[src/design/pmc_pkg.sv]
// package for the periodic match counter: register map, fields, constants
package pmc_pkg;
    // register byte offsets on the apb bus
    localparam logic [7:0] PMC_OFS_STATUS_CONTROL = 8'h00;
    localparam logic [7:0] PMC_OFS_COUNT_VALUE = 8'h04;
    localparam logic [7:0] PMC_OFS_MATCH_LIMIT = 8'h08;
    localparam logic [7:0] PMC_OFS_IRQ_STATUS = 8'h0C;
    localparam logic [7:0] PMC_OFS_IRQ_MASK = 8'h10;
    // status_control field positions
    localparam int PMC_BIT_FLAG = 7;
    localparam int PMC_BIT_SRC_HI = 6;
    localparam int PMC_BIT_SRC_LO = 5;
    localparam int PMC_BIT_IRQ_EN = 4;
    localparam int PMC_BIT_DIV_HI = 3;
    // reset values
    localparam logic [7:0] PMC_RST_BYTE = 8'h00;
    localparam logic [1:0] PMC_RST_SRC = 2'h0;
    localparam logic [3:0] PMC_RST_DIV = 4'h0;
    // source select encodings
    localparam logic [1:0] PMC_SRC_LOW_POWER_OSC = 2'h0;
    localparam logic [1:0] PMC_SRC_EXT = 2'h1;
    // prescaler divide counter width (2^18 > largest divide of 200000)
    localparam int PMC_PS_W = 18;
    // interrupt status bit: match event
    localparam int PMC_EV_MATCH = 0;

    // control fields of status_control
    typedef struct packed {
        logic [1:0] source_select;
        logic match_irq_enable;
        logic [3:0] divider_select;
    } pmc_ctrl_t;

    // source clock inputs, sampled as levels
    typedef struct packed {
        logic low_power_osc;
        logic external_ref_clock;
        logic internal_ref_clock;
    } pmc_src_t;
endpackage

[src/design/pmc_counter.sv]
// periodic match counter: prescaler, 8-bit counter, apb registers
`timescale 1ns/1ns
module pmc_counter
    import pmc_pkg::*;
(
    input wire logic pclk,
    input wire logic presetn,
    input wire logic psel,
    input wire logic penable,
    input wire logic pwrite,
    input wire logic [31:0] paddr,
    input wire logic [31:0] pwdata,
    output logic [31:0] prdata,
    output logic pready,
    output logic pslverr,
    input wire pmc_src_t src_clk,
    output logic irq
);

    ////////////////////////////////////////////////////////////////////////
    // divide value lookup
    function automatic logic [PMC_PS_W-1:0] div_value(
        input logic bit0,
        input logic [3:0] sel
    );
        logic [PMC_PS_W-1:0] v;
        v = '0;
        case ({bit0, sel})
            5'h01: v = 18'h00008;
            5'h02: v = 18'h00020;
            5'h03: v = 18'h00040;
            5'h04: v = 18'h00080;
            5'h05: v = 18'h00100;
            5'h06: v = 18'h00200;
            5'h07: v = 18'h00400;
            5'h08: v = 18'h00001;
            5'h09: v = 18'h00002;
            5'h0A: v = 18'h00004;
            5'h0B: v = 18'h0000A;
            5'h0C: v = 18'h00010;
            5'h0D: v = 18'h00064;
            5'h0E: v = 18'h001F4;
            5'h0F: v = 18'h003E8;
            5'h11: v = 18'h00400;
            5'h12: v = 18'h00800;
            5'h13: v = 18'h01000;
            5'h14: v = 18'h02000;
            5'h15: v = 18'h04000;
            5'h16: v = 18'h08000;
            5'h17: v = 18'h10000;
            5'h18: v = 18'h003E8;
            5'h19: v = 18'h007D0;
            5'h1A: v = 18'h01388;
            5'h1B: v = 18'h02710;
            5'h1C: v = 18'h04E20;
            5'h1D: v = 18'h0C350;
            5'h1E: v = 18'h186A0;
            5'h1F: v = 18'h30D40;
            default: v = '0;
        endcase
        return v;
    endfunction

    ////////////////////////////////////////////////////////////////////////
    // source synchronisers and edge detect
    logic [2:0] sync1_reg, sync2_reg, sync3_reg;
    always_ff @(posedge pclk or negedge presetn)
    begin
        if (!presetn)
        begin
            sync1_reg <= '0;
            sync2_reg <= '0;
            sync3_reg <= '0;
        end
        else
        begin
            sync1_reg <= src_clk;
            sync2_reg <= sync1_reg;
            sync3_reg <= sync2_reg;
        end
    end

    logic [2:0] src_rise;
    assign src_rise = sync2_reg & ~sync3_reg;

    ////////////////////////////////////////////////////////////////////////
    // apb decode
    logic wr_en, rd_en, addr_ok;
    assign wr_en = psel && penable && pwrite;
    assign rd_en = psel && penable && !pwrite;
    assign pready = 1'b1;
    assign addr_ok = paddr[31:0] == {24'h000000, PMC_OFS_STATUS_CONTROL}
        || paddr[31:0] == {24'h000000, PMC_OFS_COUNT_VALUE}
        || paddr[31:0] == {24'h000000, PMC_OFS_MATCH_LIMIT}
        || paddr[31:0] == {24'h000000, PMC_OFS_IRQ_STATUS}
        || paddr[31:0] == {24'h000000, PMC_OFS_IRQ_MASK};
    assign pslverr = psel && penable && !addr_ok;

    logic wr_sc, wr_lim, wr_ist, wr_msk;
    assign wr_sc = wr_en && paddr == {24'h000000, PMC_OFS_STATUS_CONTROL};
    assign wr_lim = wr_en && paddr == {24'h000000, PMC_OFS_MATCH_LIMIT};
    assign wr_ist = wr_en && paddr == {24'h000000, PMC_OFS_IRQ_STATUS};
    assign wr_msk = wr_en && paddr == {24'h000000, PMC_OFS_IRQ_MASK};

    ////////////////////////////////////////////////////////////////////////
    // state
    pmc_ctrl_t ctrl_reg, ctrl_next;
    logic flag_reg, flag_next;
    logic [7:0] limit_reg, limit_next;
    logic [7:0] count_reg, count_next;
    logic [PMC_PS_W-1:0] ps_reg, ps_next;
    logic mask_reg, mask_next;
    logic tick, src_edge, restart;
    logic [PMC_PS_W-1:0] div;

    always_comb
    begin
        ctrl_next = ctrl_reg;
        flag_next = flag_reg;
        limit_next = limit_reg;
        count_next = count_reg;
        ps_next = ps_reg;
        mask_next = mask_reg;
        restart = 1'b0;
        tick = 1'b0;
        div = div_value(ctrl_reg.source_select[0], ctrl_reg.divider_select);
        // source mux: 00 low power osc, 01 external, 1x internal
        case (ctrl_reg.source_select)
            PMC_SRC_LOW_POWER_OSC: src_edge = src_rise[2];
            PMC_SRC_EXT: src_edge = src_rise[1];
            default: src_edge = src_rise[0];
        endcase
        // prescaler off while divider select is zero
        if (ctrl_reg.divider_select != PMC_RST_DIV && src_edge)
        begin
            if (ps_reg >= div - 18'h00001)
            begin
                ps_next = '0;
                tick = 1'b1;
            end
            else
                ps_next = ps_reg + 18'h00001;
        end
        if (tick)
        begin
            if (count_reg == limit_reg)
            begin
                count_next = PMC_RST_BYTE;
                flag_next = 1'b1;
            end
            else
                count_next = count_reg + 8'h01;
        end
        if (wr_sc)
        begin
            ctrl_next.source_select = pwdata[PMC_BIT_SRC_HI:PMC_BIT_SRC_LO];
            ctrl_next.match_irq_enable = pwdata[PMC_BIT_IRQ_EN];
            ctrl_next.divider_select = pwdata[PMC_BIT_DIV_HI:0];
            if (ctrl_next.source_select != ctrl_reg.source_select)
                restart = 1'b1;
            if (ctrl_next.divider_select != ctrl_reg.divider_select)
                restart = 1'b1;
            // set wins over the clear in the same cycle
            if (pwdata[PMC_BIT_FLAG] && !(tick && count_reg == limit_reg))
                flag_next = 1'b0;
        end
        if (wr_ist && pwdata[PMC_EV_MATCH] && !(tick && count_reg == limit_reg))
            flag_next = 1'b0;
        if (wr_msk)
            mask_next = pwdata[PMC_EV_MATCH];
        if (wr_lim)
        begin
            limit_next = pwdata[7:0];
            restart = 1'b1;
        end
        if (restart)
        begin
            ps_next = '0;
            count_next = PMC_RST_BYTE;
        end
        // count register write falls through
    end

    always_ff @(posedge pclk or negedge presetn)
    begin
        if (!presetn)
        begin
            ctrl_reg <= '{PMC_RST_SRC, 1'b0, PMC_RST_DIV};
            flag_reg <= 1'b0;
            limit_reg <= PMC_RST_BYTE;
            count_reg <= PMC_RST_BYTE;
            ps_reg <= '0;
            mask_reg <= 1'b1;
        end
        else
        begin
            ctrl_reg <= ctrl_next;
            flag_reg <= flag_next;
            limit_reg <= limit_next;
            count_reg <= count_next;
            ps_reg <= ps_next;
            mask_reg <= mask_next;
        end
    end

    // read data muxes the registers; zero wait, valid in the access phase
    always_comb
    begin
        prdata = '0;
        if (rd_en)
        begin
            case (paddr[7:0])
                PMC_OFS_STATUS_CONTROL: prdata[7:0] = {flag_reg, ctrl_reg};
                PMC_OFS_COUNT_VALUE: prdata[7:0] = count_reg;
                PMC_OFS_MATCH_LIMIT: prdata[7:0] = limit_reg;
                PMC_OFS_IRQ_STATUS: prdata[PMC_EV_MATCH] = flag_reg;
                PMC_OFS_IRQ_MASK: prdata[PMC_EV_MATCH] = mask_reg;
                default: prdata = '0;
            endcase
        end
    end

    assign irq = flag_reg && ctrl_reg.match_irq_enable && mask_reg;

    ////////////////////////////////////////////////////////////////////////
    // assertions
    a_flag_on_wrap: assert property (@(posedge pclk)
        disable iff (!presetn)
        (tick && count_reg == limit_reg && !wr_lim && !restart)
        |=> flag_reg && count_reg == PMC_RST_BYTE)
        else $error("match did not wrap count and set flag");
    a_flag_clear: assert property (@(posedge pclk)
        disable iff (!presetn)
        (wr_sc && pwdata[PMC_BIT_FLAG] && !tick) |=> !flag_reg)
        else $error("flag not cleared by write one");
    a_flag_keep: assert property (@(posedge pclk)
        disable iff (!presetn)
        (flag_reg && !wr_sc && !wr_ist) |=> flag_reg)
        else $error("flag lost without clear");
    a_ist_clear: assert property (@(posedge pclk)
        disable iff (!presetn)
        (wr_ist && pwdata[PMC_EV_MATCH] && !tick) |=> !flag_reg)
        else $error("flag not cleared through status write");
    a_irq_level: assert property (@(posedge pclk)
        disable iff (!presetn)
        irq == (flag_reg && ctrl_reg.match_irq_enable && mask_reg))
        else $error("irq does not follow flag and enable");
    a_irq_drop: assert property (@(posedge pclk)
        disable iff (!presetn)
        (wr_sc && !pwdata[PMC_BIT_IRQ_EN]) |=> !irq)
        else $error("irq stayed high with enable cleared");
    a_limit_clear: assert property (@(posedge pclk)
        disable iff (!presetn)
        wr_lim |=> count_reg == PMC_RST_BYTE && ps_reg == '0)
        else $error("limit write did not clear counters");
    a_src_change: assert property (@(posedge pclk)
        disable iff (!presetn)
        (wr_sc && pwdata[PMC_BIT_SRC_HI:PMC_BIT_SRC_LO]
            != ctrl_reg.source_select)
        |=> count_reg == PMC_RST_BYTE && ps_reg == '0)
        else $error("source change did not clear counters");
    a_div_change: assert property (@(posedge pclk)
        disable iff (!presetn)
        (wr_sc && pwdata[PMC_BIT_DIV_HI:0] != ctrl_reg.divider_select)
        |=> count_reg == PMC_RST_BYTE && ps_reg == '0)
        else $error("divider change did not clear counters");
    a_div_off: assert property (@(posedge pclk)
        disable iff (!presetn)
        (ctrl_reg.divider_select == PMC_RST_DIV) |-> !tick)
        else $error("tick while prescaler off");
    a_count_step: assert property (@(posedge pclk)
        disable iff (!presetn)
        (!tick && !restart) |=> $stable(count_reg))
        else $error("count moved without tick");
    a_count_inc: assert property (@(posedge pclk)
        disable iff (!presetn)
        (tick && !restart && count_reg != limit_reg)
        |=> count_reg == $past(count_reg) + 8'h01)
        else $error("count did not step on tick");
    a_tick_single: assert property (@(posedge pclk)
        disable iff (!presetn)
        tick |=> !tick)
        else $error("prescaler tick longer than one cycle");
    a_zero_limit: assert property (@(posedge pclk)
        disable iff (!presetn)
        (tick && limit_reg == PMC_RST_BYTE) |=> flag_reg)
        else $error("zero limit tick did not set flag");
    a_cnt_ro: assert property (@(posedge pclk)
        disable iff (!presetn)
        (wr_en && paddr[7:0] == PMC_OFS_COUNT_VALUE && !tick)
        |=> $stable(count_reg))
        else $error("count changed by write");

    ////////////////////////////////////////////////////////////////////////
    // cover points for the main scenarios
    c_match: cover property (@(posedge pclk) disable iff (!presetn)
        $rose(flag_reg));
    c_irq: cover property (@(posedge pclk) disable iff (!presetn) $rose(irq));
    c_lim_zero: cover property (@(posedge pclk) disable iff (!presetn)
        tick && limit_reg == PMC_RST_BYTE);
    c_decimal: cover property (@(posedge pclk) disable iff (!presetn)
        tick && ctrl_reg.source_select[0] && ctrl_reg.divider_select[3]);
    c_restart: cover property (@(posedge pclk) disable iff (!presetn)
        wr_sc && restart);

endmodule

[config.mk]
export PLATFORM = sky130hd
export DESIGN_NAME = pmc_counter
export DESIGN_NICKNAME = d
export VERILOG_FILES = /design/src/design/pmc_pkg.sv /design/src/design/pmc_counter.sv
export SDC_FILE = /design/constraint.sdc
export NUM_CORES = 1
export LEC_CHECK = 0
export ABC_AREA = 1
export BUFFER_PORTS_ARGS = -buffer_cell sky130_fd_sc_hd__buf_2
export CAP_MARGIN = 5
export CORE_MARGIN = 10
export CORE_UTILIZATION = 56
export DETAILED_ROUTE_END_ITERATION = 6
export GPL_TIMING_DRIVEN = 1
export PLACE_DENSITY_LB_ADDON = 0.15
export SETUP_SLACK_MARGIN = 0.05
export SLEW_MARGIN = 20
export SYNTH_ARGS = -nofsm -noshare
export SYNTH_HDL_FRONTEND = slang
export SYNTH_SLANG_ARGS = --single-unit
[constraint.sdc]
create_clock -name pclk -period 4.4 [get_ports pclk]
set_input_delay 0.66 -clock pclk [delete_from_list [all_inputs] [get_ports pclk]]
set_output_delay 0.66 -clock pclk [all_outputs]
set_load 0.01 [all_outputs]
Yosys cells after proc, flatten, opt, wreduce, memory -nomap -nowiden
Memories as Yosys holds them, arrays and structs flattened.
Index checks and enable logic that the tools add are counted.
{"block": "word_totals", "out_inout_bits": 35, "romBits": 576, "n_memories": 1, "register_bits": 52}
{"block": "classes", "reduce_logical": 28, "muxes": 21, "eq_ne": 12, "bitwise": 2, "order_cmp": 1, "add_sub_neg": 3}
{"name": "(no name shown)", "words": 32, "width": 18, "read_ports": 1, "rd_ports_with_merged_regs": 0, "wr": 0, "line": "pmc_counter.sv:28", "source": "case ({bit0, sel})"}
{"cell": "equality test 32 x 4 -> 1 bit (second input constant)", "count": 2}
{"cell": "2-to-1 mux 18 bit", "count": 3}
{"cell": "equality test 32 x 3 -> 1 bit (second input constant)", "count": 1}
{"cell": "equality test 32 x 5 -> 1 bit (second input constant)", "count": 1}
{"cell": "zero test 32 bit", "count": 1}
{"cell": "2-to-1 mux 8 bit", "count": 4}
{"cell": "one-hot mux 7 bit (3 select lines)", "count": 1}
{"cell": "adder 18 x 1 -> 18 bit (second input constant)", "count": 1}
{"cell": ">= comparator 18 bit", "count": 1}
{"cell": "subtractor 18 x 1 -> 18 bit (second input constant)", "count": 1}
{"cell": "equality test 8 x 4 -> 1 bit (second input constant)", "count": 2}
{"cell": "logical AND 1 bit", "count": 15}
{"cell": "2-to-1 mux 1 bit", "count": 11}
{"cell": "adder 8 x 1 -> 8 bit (second input constant)", "count": 1}
{"cell": "equality test 8 x 3 -> 1 bit (second input constant)", "count": 1}
{"cell": "equality test 8 x 5 -> 1 bit (second input constant)", "count": 1}
{"cell": "equality test 8 bit", "count": 1}
{"cell": "zero test 8 bit", "count": 1}
{"cell": "one-hot mux 1 bit (5 select lines)", "count": 1}
{"cell": "logical OR 1 bit", "count": 4}
{"cell": "!= test 4 bit", "count": 1}
{"cell": "nonzero test 2 bit", "count": 2}
{"cell": "nonzero test 4 bit", "count": 1}
{"cell": "AND 3 bit", "count": 1}
{"cell": "6 further kinds", "count": 8}

Depth between registers and ports, before layout
Gate-level depths: netlist of the first run.
{"block": "logic_depth", "depth_word": 11, "depth_mapped": 27, "mapped_depth_nobuf": 25}

Worst setup path before layout of the first run
Ideal clock, no wire load.
{"block": "synth_path", "path_type": "reg2reg", "from": "register ctrl_reg[0] (netlist name)", "to": "register ps_reg[0]", "setup_slack_ps": 1108, "path_stages_with_launch": 26, "path_buffers": 2, "period_less_slack_ps": 3292, "arrival_time_ps": 3174, "required_ps": 4283, "path_cell_list": "dfrtp_1 inv_1 ha_1 inv_1 nor3_1 inv_1 ha_1 nand2_1 nor2_2 nand2_1 nor2_2 nand2_2 o21ai_1 nand2_1 ha_1 nand2_1 nor2_1 inv_1 nor3_1 nand2_1 nand3_1 buf_2 buf_4 nor2_1 nand3_1 nand2_1"}
{"block": "synth_between", "elab_chain_cells": 6, "word_cells_on_any_way": 13, "classes_between": "add/sub: 1; order compare: 1; eq/ne: 1; mux: 6; reduce/logical: 3; memory: 1"}
{"item": "start: declaration", "line": "pmc_counter.sv:107", "source": "pmc_ctrl_t ctrl_reg, ctrl_next;"}
{"item": "start signal: assignment", "line": "pmc_counter.sv:188", "source": "ctrl_reg <= '{PMC_RST_SRC, 1'b0, PMC_RST_DIV};"}
{"item": "start signal: assignment", "line": "pmc_counter.sv:197", "source": "ctrl_reg <= ctrl_next;"}
{"item": "memory read (32 x 18 bit)"}
{"item": "subtractor 18 x 1 -> 18 bit", "line": "pmc_counter.sv:136", "source": "if (ps_reg >= div - 18'h00001)"}
{"item": ">= comparator 18 bit", "line": "pmc_counter.sv:136"}
{"item": "2-to-1 mux 18 bit", "line": "pmc_counter.sv:136"}
{"item": "2-to-1 mux 18 bit", "line": "pmc_counter.sv:134", "source": "if (ctrl_reg.divider_select != PMC_RST_DIV && src_edge)"}
{"item": "2-to-1 mux 18 bit", "line": "pmc_counter.sv:176", "source": "if (restart)"}
{"item": "end signal: assignment", "line": "pmc_counter.sv:201", "source": "ps_reg <= ps_next;"}
{"item": "end: declaration", "line": "pmc_counter.sv:111", "source": "logic [PMC_PS_W-1:0] ps_reg, ps_next;"}
Several ways; a longest one is shown, not always the timed one. The select of a mux whose other input is x is not followed.
A chain may end at the register's enable or synchronous reset.

Worst setup path in the final report of the first run
{"block": "layout_path", "from": "register ctrl_reg[1] (netlist name)", "to": "register count_reg[7]"}
{"block": "layout_between", "elab_chain_cells": 6, "word_cells_on_any_way": 13, "classes_between": "add/sub: 1; order compare: 1; eq/ne: 1; mux: 6; reduce/logical: 3; memory: 1"}
{"item": "memory read (32 x 18 bit)"}
{"item": "subtractor 18 x 1 -> 18 bit", "line": "pmc_counter.sv:136"}
{"item": ">= comparator 18 bit", "line": "pmc_counter.sv:136"}
{"item": "2-to-1 mux 1 bit", "line": "pmc_counter.sv:136"}
{"item": "2-to-1 mux 1 bit", "line": "pmc_counter.sv:134"}
{"item": "nonzero test 2 bit (no source line)"}
{"item": "end signal: assignment", "line": "pmc_counter.sv:200", "source": "count_reg <= count_next;"}
{"item": "end: declaration", "line": "pmc_counter.sv:110", "source": "logic [7:0] count_reg, count_next;"}
Several ways; a longest one is shown, not always the timed one.

==> impl_metrics.py, run 1 <==
metrics = {
    "synth": {
        "synth-main-ff-cell": "sky130_fd_sc_hd__dfrtp_1",
        "yosysTopAreaCellShare_pct": 26.2,
        "synth_largest_area_cell": "sky130_fd_sc_hd__dfrtp_1",
        "sequential_to_total_area_share_from_yosys_stat_pct": 26.8,
        "synth_edf_count": 0,
        "synth_cell_area_um2": 4870,
        "synth_area_leaders": "sky130_fd_sc_hd__dfrtp_1 26%, sky130_fd_sc_hd__nand2_1 19%, sky130_fd_sc_hd__nor2_1 8.3%, sky130_fd_sc_hd__ha_1 7.2%, sky130_fd_sc_hd__nand3_1 6.9%",
        "synth_area_per_cell_um2": 6.40,
        "yosysWarningCount": 0,
        "number_of_storage_elements_in_the_synthesis_netlist": 52,
        "synth-async-reset-ratio_pct": 100,
        "synth_cell_type_count": 42,
        "syn_inst": 760,
    },
    "placement": {
        "gpl_congestion": 0.953,
        "placement.io_buffers": 57,
        "dpl.hpwl_mm": 9.88,
    },
    "timing": {
        "grt_setup_unrepaired": "no",
        "setup-tns-final_ps": 0,
        "final.setup_skew_ps": 7.98,
        "timing.final.crit_period_ps": 3880,
        "relSlewSlack_pct": 54.0,
        "final-setup-viol-count": 0,
        "final_min_period_over_clock_period_pct": 88.2,
        "timing_hold_violations_final": 0,
        "timing_worst_slew_pin_value_ps": 690,
        "maxClockFrequency_mhz": 258,
        "maxSlewViolCount": 0,
    },
    "grt": {
        "global_route.peak_usage_layer": "met2",
        "maximum_number_of_pins_on_one_net_before_global_route_repair": 53,
        "track_usage_pct": 19.4,
        "overflow": 0,
        "antenna_found_initial": 0,
        "grt_use_met1_pct": 23.7,
        "grt_pass1_vias": 4692,
        "globalRouteMet3Util_pct": 3.70,
        "wire_length_of_the_first_global_routing_pass_mm": 21.3,
        "met2_track_utilization_from_global_routing_pct": 34.1,
    },
    "power": {
        "p_comb_share_pct": 7.5,
        "internal_power_uw": 624,
        "p_sw_uw": 228,
        "p_clk_share_pct": 35.8,
        "ir_worst_vdd_mv": 0.137,
        "power-per-cell-area_nw_per_um2": 164,
        "cellLeakagePower_nw": 3.03,
        "sequentialPowerShare_pct": 56.7,
        "swShare_pct": 26.8,
    },
    "clocking": {
        "clock_sinks": 52,
        "h_tree_level_count": 2,
        "clkLatencyLatePin_ps": 320,
        "tritoncts_buffer_count": 5,
        "postCtsSetupRepairBufs": 0,
        "clk_transition_reported_paths_ps": 110,
        "clock_path_buffers": 2,
        "ctsHoldBuffers": 0,
        "clk_root_buffer_cell": "sky130_fd_sc_hd__clkbuf_8",
        "cts_tree": "yes",
    },
    "drt": {
        "remaining_drc_errors": 0,
        "drt_pre_antenna_iters": 5,
        "drt-wirelength-per-cell_um": 13.6,
        "vias": 4791,
        "finalWirelength_mm": 12.5,
        "drt_first_iter_violations": 455,
        "route.antenna.remaining_nets": 0,
        "vias_per_cell": 5.22,
    },
    "setup_path": {
        "critPathMaxFanout": 9,
        "worstSetupEndpointType": "flip-flop",
        "cp-start-kind": "flip-flop",
        "setup.worst_path.class": "flip-flop to flip-flop",
        "arrival_time_worst_endpoint_ps": 4140,
        "critical_path_required_ps": 4670,
    },
    "finish": {
        "multiInputGateArea_um2": 3020,
        "post-route-util_pct": 62.3,
        "layout_commonest_cell": "sky130_fd_sc_hd__nand2_1",
        "diodes_inserted": 0,
        "mostFrequentLayoutCells": "249 x sky130_fd_sc_hd__nand2_1, 108 x sky130_fd_sc_hd__nor2_1, 79 x sky130_fd_sc_hd__inv_1",
        "flow.area_growth_from_synthesis_pct": 6.84,
        "largest_register_ff_count": 18,
        "layout-drive-gt1-share_pct": 12.9,
        "final_net_count": 912,
        "register_area_um2": 1300,
        "fillerInstances": 786,
    },
    "run_status": {
        "outcome": "completed",
    },
    "floorplanning": {
        "io_pins": 107,
        "total_die_area_um2": 12800,
        "die_width_um": 113,
        "core_region_area_um2": 8340,
        "fp-row-count": 33,
        "initial_core_util_pct": 58.3,
        "chipHeight_um": 113,
    },
    "run": {
        "max_cap_viol_count": 0,
    },
    "worst_hold_path": {
        "hold_path.class": "flip-flop to flip-flop",
    },
}
[worst max-delay path: stages (launching register included)]
cell	delay, ps
sky130_fd_sc_hd__dfrtp_1	620
sky130_fd_sc_hd__inv_2	180
sky130_fd_sc_hd__ha_1	280
sky130_fd_sc_hd__inv_1	100
sky130_fd_sc_hd__nor3_1	70
sky130_fd_sc_hd__inv_1	130
sky130_fd_sc_hd__ha_1	190
sky130_fd_sc_hd__nand2_1	70
sky130_fd_sc_hd__nor2_2	140
sky130_fd_sc_hd__inv_2	50
sky130_fd_sc_hd__nor3_2	290
sky130_fd_sc_hd__nand2_1	100
sky130_fd_sc_hd__nand2_1	70
sky130_fd_sc_hd__nand2_1	60
sky130_fd_sc_hd__ha_1	260
sky130_fd_sc_hd__nand2_1	60
sky130_fd_sc_hd__nor2_1	190
sky130_fd_sc_hd__inv_1	80
sky130_fd_sc_hd__nor3_1	130
sky130_fd_sc_hd__nand2_1	90
sky130_fd_sc_hd__nand3_2	190
sky130_fd_sc_hd__nand2_2	180
sky130_fd_sc_hd__nand2_2	180
sky130_fd_sc_hd__nand2_1	70
sky130_fd_sc_hd__nand2_1	60
[area by class of cell]
class / count / area share [%]
inverter: 88 / 6.45
clock buffer: 5 / 1.32
clock inverter: 3 / 0.554
timing repair buffer: 61 / 6.06
multi-input combinational: 604 / 58.0
tap: 105 / 2.53
sequential: 52 / 25.1
[Yosys cell counts, types with 3 or more instances]
cell,instances
sky130_fd_sc_hd__nor2_1,108
sky130_fd_sc_hd__o221ai_1,4
sky130_fd_sc_hd__buf_6,6
sky130_fd_sc_hd__buf_4,29
sky130_fd_sc_hd__dfrtp_1,51
sky130_fd_sc_hd__nand3b_1,3
sky130_fd_sc_hd__o22ai_1,4
sky130_fd_sc_hd__buf_2,3
sky130_fd_sc_hd__nand3_2,5
sky130_fd_sc_hd__nand4_1,7
sky130_fd_sc_hd__o21ai_1,8
sky130_fd_sc_hd__inv_1,79
sky130_fd_sc_hd__o21ai_0,25
sky130_fd_sc_hd__xor2_1,17
sky130_fd_sc_hd__nand2_2,3
sky130_fd_sc_hd__xnor2_1,11
sky130_fd_sc_hd__nor3_1,7
sky130_fd_sc_hd__ha_1,28
sky130_fd_sc_hd__a21oi_1,9
sky130_fd_sc_hd__nand2_1,249
sky130_fd_sc_hd__inv_2,6
sky130_fd_sc_hd__nor2_2,8
sky130_fd_sc_hd__nand3_1,67
[worst paths after layout]
check / startpoint / slack (ps) / to / depth (start not counted)
hold / removal: sync1_reg[0] / 380 / sync2_reg[0] / 0
min in group asynchronous: presetn / 470 / ctrl_reg[1] / 2
max in group asynchronous: presetn / 3450 / ctrl_reg[0] / 2
setup reg to reg: ctrl_reg[1] / 520 / count_reg[7] / 24
hold reg to reg: sync1_reg[0] / 380 / sync2_reg[0] / 0
setup / recovery: ctrl_reg[1] / 520 / count_reg[7] / 24
[metal layers]
layer,vias up,wire length (um)
met2,130,6160
met1,2199,5530
met4,0,137
met3,14,671
met5,-,0
li1,2448,-
[through the flow]
step / power (mW) / area (um^2) / worst slack, ps / hold WS [ps] / cells
floorplan: 0.534 / 4950 / 1110 / 331 / 783
global placement: 0.553 / 5090 / 415 / 334 / 910
detailed placement: 0.556 / 5090 / 279 / 354 / 910
CTS: 0.856 / 5190 / 253 / 377 / 918
global route: 0.892 / 5200 / 139 / 387 / 918
finish: 0.852 / 5200 / 521 / 378 / 918
[timing repair]
item,in CTS,in global routing
gates resized for setup,0,2
endpoints found under the setup margin,0,21
endpoints found under the hold margin,0,0
[cell families after synthesis]
kind of cell	synth area share, %
AO/OA/AOI/OAI	6.63
buffers and inverters	13.1
flip-flops	26.8
XOR/XNOR	5.04
other	0.154
adder cells (fa/ha/maj)	7.20
AND/OR/NAND/NOR	41.1
[power groups by stage]
| stage | combinational, mW | sequential, mW | clock (mW) |
|---|---|---|---|
| 5_1_grt | 0.0725 | 0.484 | 0.336 |
| 4_1_cts | 0.0630 | 0.483 | 0.310 |
| 3_5_place_dp | 0.0629 | 0.493 | 0 |
| 2_1_floorplan | 0.0418 | 0.492 | 0 |
| 6_report | 0.0636 | 0.483 | 0.305 |
| 3_3_place_gp | 0.0606 | 0.492 | 0 |
Power figures use the tool's default switching activity.
==> run 2: changes to the inputs <==
--- a/config.mk
+++ b/config.mk
@@ -8,7 +8,7 @@
 export ABC_AREA = 1
 export BUFFER_PORTS_ARGS = -buffer_cell sky130_fd_sc_hd__buf_2
-export CAP_MARGIN = 5
+export CAP_MARGIN = 20
 export CORE_MARGIN = 10
-export CORE_UTILIZATION = 56
+export CORE_UTILIZATION = 45
 export DETAILED_ROUTE_END_ITERATION = 6
 export GPL_TIMING_DRIVEN = 1
==> constraint.sdc (replaced) <==
create_clock -name pclk -period 4.4 [get_ports pclk]
set_input_delay 0.88 -clock pclk [delete_from_list [all_inputs] [get_ports pclk]]
set_output_delay 0.88 -clock pclk [all_outputs]
set_load 0.01 [all_outputs]
==> run 2 against run 1 <==
  * Sequential power hardly changed
  * Sequential share of layout area is 0.072 points lower
  * Setup slack improved by 75 ps
  * Critical endpoint is now flag_reg
==> impl_metrics.py, run 2 (synthesis results as in run 1) <==
metrics = {
    "clocking": {
        "clk_transition_reported_paths_ps": 100,
        "tritoncts_buffer_count": 5,
        "clk_root_buffer_cell": "sky130_fd_sc_hd__clkbuf_8",
        "clock_sinks": 52,
        "cts_tree": "yes",
        "clkLatencyLatePin_ps": 320,
        "h_tree_level_count": 2,
        "clock_path_buffers": 2,
    },
    "timing": {
        "final_min_period_over_clock_period_pct": 86.5,
        "timing_hold_violations_final": 0,
        "final.setup_skew_ps": 14.8,
        "relSlewSlack_pct": 56.3,
        "timing.final.crit_period_ps": 3800,
        "timing_worst_slew_pin_value_ps": 656,
        "setup-tns-final_ps": 0,
        "grt_setup_unrepaired": "no",
        "maxSlewViolCount": 0,
        "maxClockFrequency_mhz": 263,
        "final-setup-viol-count": 0,
    },
    "floorplanning": {
        "fp-row-count": 37,
        "core_region_area_um2": 10400,
        "chipHeight_um": 124,
        "die_width_um": 124,
        "io_pins": 107,
        "total_die_area_um2": 15400,
        "initial_core_util_pct": 46.7,
    },
    "worst_hold_path": {
        "hold_end": "sync2_reg[1]",
        "worstHoldPathCells": 0,
        "hold_path.class": "flip-flop to flip-flop",
        "hold_path_startpoint": "sync1_reg[1]",
    },
    "finish": {
        "diodes_inserted": 0,
        "layout-drive-gt1-share_pct": 12.7,
        "post-route-util_pct": 50.1,
        "final_net_count": 910,
        "mostFrequentLayoutCells": "249 x sky130_fd_sc_hd__nand2_1, 108 x sky130_fd_sc_hd__nor2_1, 79 x sky130_fd_sc_hd__inv_1",
        "largest_register_ff_count": 18,
        "flow.area_growth_from_synthesis_pct": 7.25,
        "post_layout_nonfiller_instances": 947,
        "layout_commonest_cell": "sky130_fd_sc_hd__nand2_1",
    },
    "setup_path": {
        "setup.worst_path.class": "flip-flop to flip-flop",
        "critical_path.reg2reg.startpoint": "ctrl_reg[1]",
        "worstSetupEndpointType": "flip-flop",
        "ff2ff_setup_slack_ps": 600,
        "reg2regPathDepth": 23,
        "critical_path_required_ps": 4650,
        "cp-start-kind": "flip-flop",
        "arrival_time_worst_endpoint_ps": 4060,
        "rr_endpoint": "flag_reg",
        "crit_start": "ctrl_reg[1]",
        "critPathMaxFanout": 19,
    },
    "grt": {
        "antenna_found_initial": 0,
        "grt_pass1_vias": 4631,
        "overflow": 0,
        "maximum_number_of_pins_on_one_net_before_global_route_repair": 29,
        "wire_length_of_the_first_global_routing_pass_mm": 21.2,
        "track_usage_pct": 16.7,
    },
    "drt": {
        "drt_first_iter_violations": 258,
        "route.antenna.remaining_nets": 0,
        "finalWirelength_mm": 12.5,
        "drt-wirelength-per-cell_um": 13.2,
        "remaining_drc_errors": 0,
        "drt_pre_antenna_iters": 5,
        "vias_per_cell": 5.00,
        "vias": 4738,
    },
    "placement": {
        "dpl.hpwl_mm": 10.0,
        "gpl_congestion": 0.881,
        "placement.io_buffers": 57,
        "placed_cells_incl_taps": 939,
    },
    "run": {
        "max_cap_viol_count": 0,
    },
    "power": {
        "power-per-cell-area_nw_per_um2": 162,
        "ir_worst_vdd_mv": 0.116,
        "cellLeakagePower_nw": 3.01,
    },
    "run_status": {
        "outcome": "completed",
    },
}
-- run 2: worst max-delay path by stage --
stage / endpoint / slack, ps / cells past startpoint
finish: flag_reg / 600 / 23
CTS: flag_reg / 480 / 23
global placement: flag_reg / 540 / 23
detailed placement: flag_reg / 510 / 23
floorplan: ps_reg[0] / 1110 / 25
global route: flag_reg / 90 / 24
-- run 2: worst max-delay path, cell delays in order (launching register included) --
cell,delay [ps]
sky130_fd_sc_hd__dfrtp_1,560
sky130_fd_sc_hd__inv_2,160
sky130_fd_sc_hd__ha_1,260
sky130_fd_sc_hd__inv_1,100
sky130_fd_sc_hd__nor3_1,70
sky130_fd_sc_hd__inv_1,120
sky130_fd_sc_hd__ha_1,180
sky130_fd_sc_hd__nand2_1,70
sky130_fd_sc_hd__nor2_2,130
sky130_fd_sc_hd__nand2_1,100
sky130_fd_sc_hd__nor2_2,200
sky130_fd_sc_hd__nand2_2,100
sky130_fd_sc_hd__o21ai_1,130
sky130_fd_sc_hd__nand2_1,70
sky130_fd_sc_hd__ha_1,270
sky130_fd_sc_hd__nand2_1,40
sky130_fd_sc_hd__nor2_1,200
sky130_fd_sc_hd__inv_1,90
sky130_fd_sc_hd__nor3_1,150
sky130_fd_sc_hd__nand2_1,80
sky130_fd_sc_hd__nand3_1,130
sky130_fd_sc_hd__buf_4,270
sky130_fd_sc_hd__nand4_1,160
sky130_fd_sc_hd__nand2_1,110
-- run 2: area by class of cell --
| cell class | instances | area (um^2) |
|---|---|---|
| Tap cell | 136 | 170 |
| Sequential cell | 52 | 1310 |
| Clock inverter | 2 | 15.0 |
| Inverter | 88 | 335 |
| Fill cell | 1100 | 5200 |
| Clock buffer | 6 | 82.6 |
| Multi-Input combinational cell | 604 | 3010 |
| Timing Repair Buffer | 59 | 300 |
-- run 2: what timing repair did --
item,4_1_cts,5_1_grt
gates resized for setup,0,2
endpoints found under the setup margin,0,27
hold buffers,0,0
setup buffers,0,0
-- run 2: routing by layer --
metal,up-vias,GRT usage (%),share of wire [%]
met4,0,4.10,1.6
li1,2446,-,-
met1,2168,21.2,46
met2,107,28.9,47
met3,17,2.58,4.7
met5,-,0,0
-- run 2: stage by stage --
| step | area, um^2 | hold WS, ps | total power [mW] | setup slack [ps] |
|---|---|---|---|---|
| floorplan | 4950 | 331 | 0.534 | 1110 |
| global placement | 5120 | 336 | 0.554 | 536 |
| detailed placement | 5120 | 340 | 0.556 | 514 |
| CTS | 5220 | 363 | 0.851 | 484 |
| global route | 5220 | 378 | 0.877 | 94.8 |
| finish | 5220 | 361 | 0.846 | 595 |
-- run 2: power breakdown --
group | total, mW | internal [mW] | switching, mW
combinational | 0.0630 | 0.0218 | 0.0412
clock | 0.300 | 0.128 | 0.172
sequential | 0.483 | 0.482 | 0.00166
total | 0.846 | 0.631 | 0.215
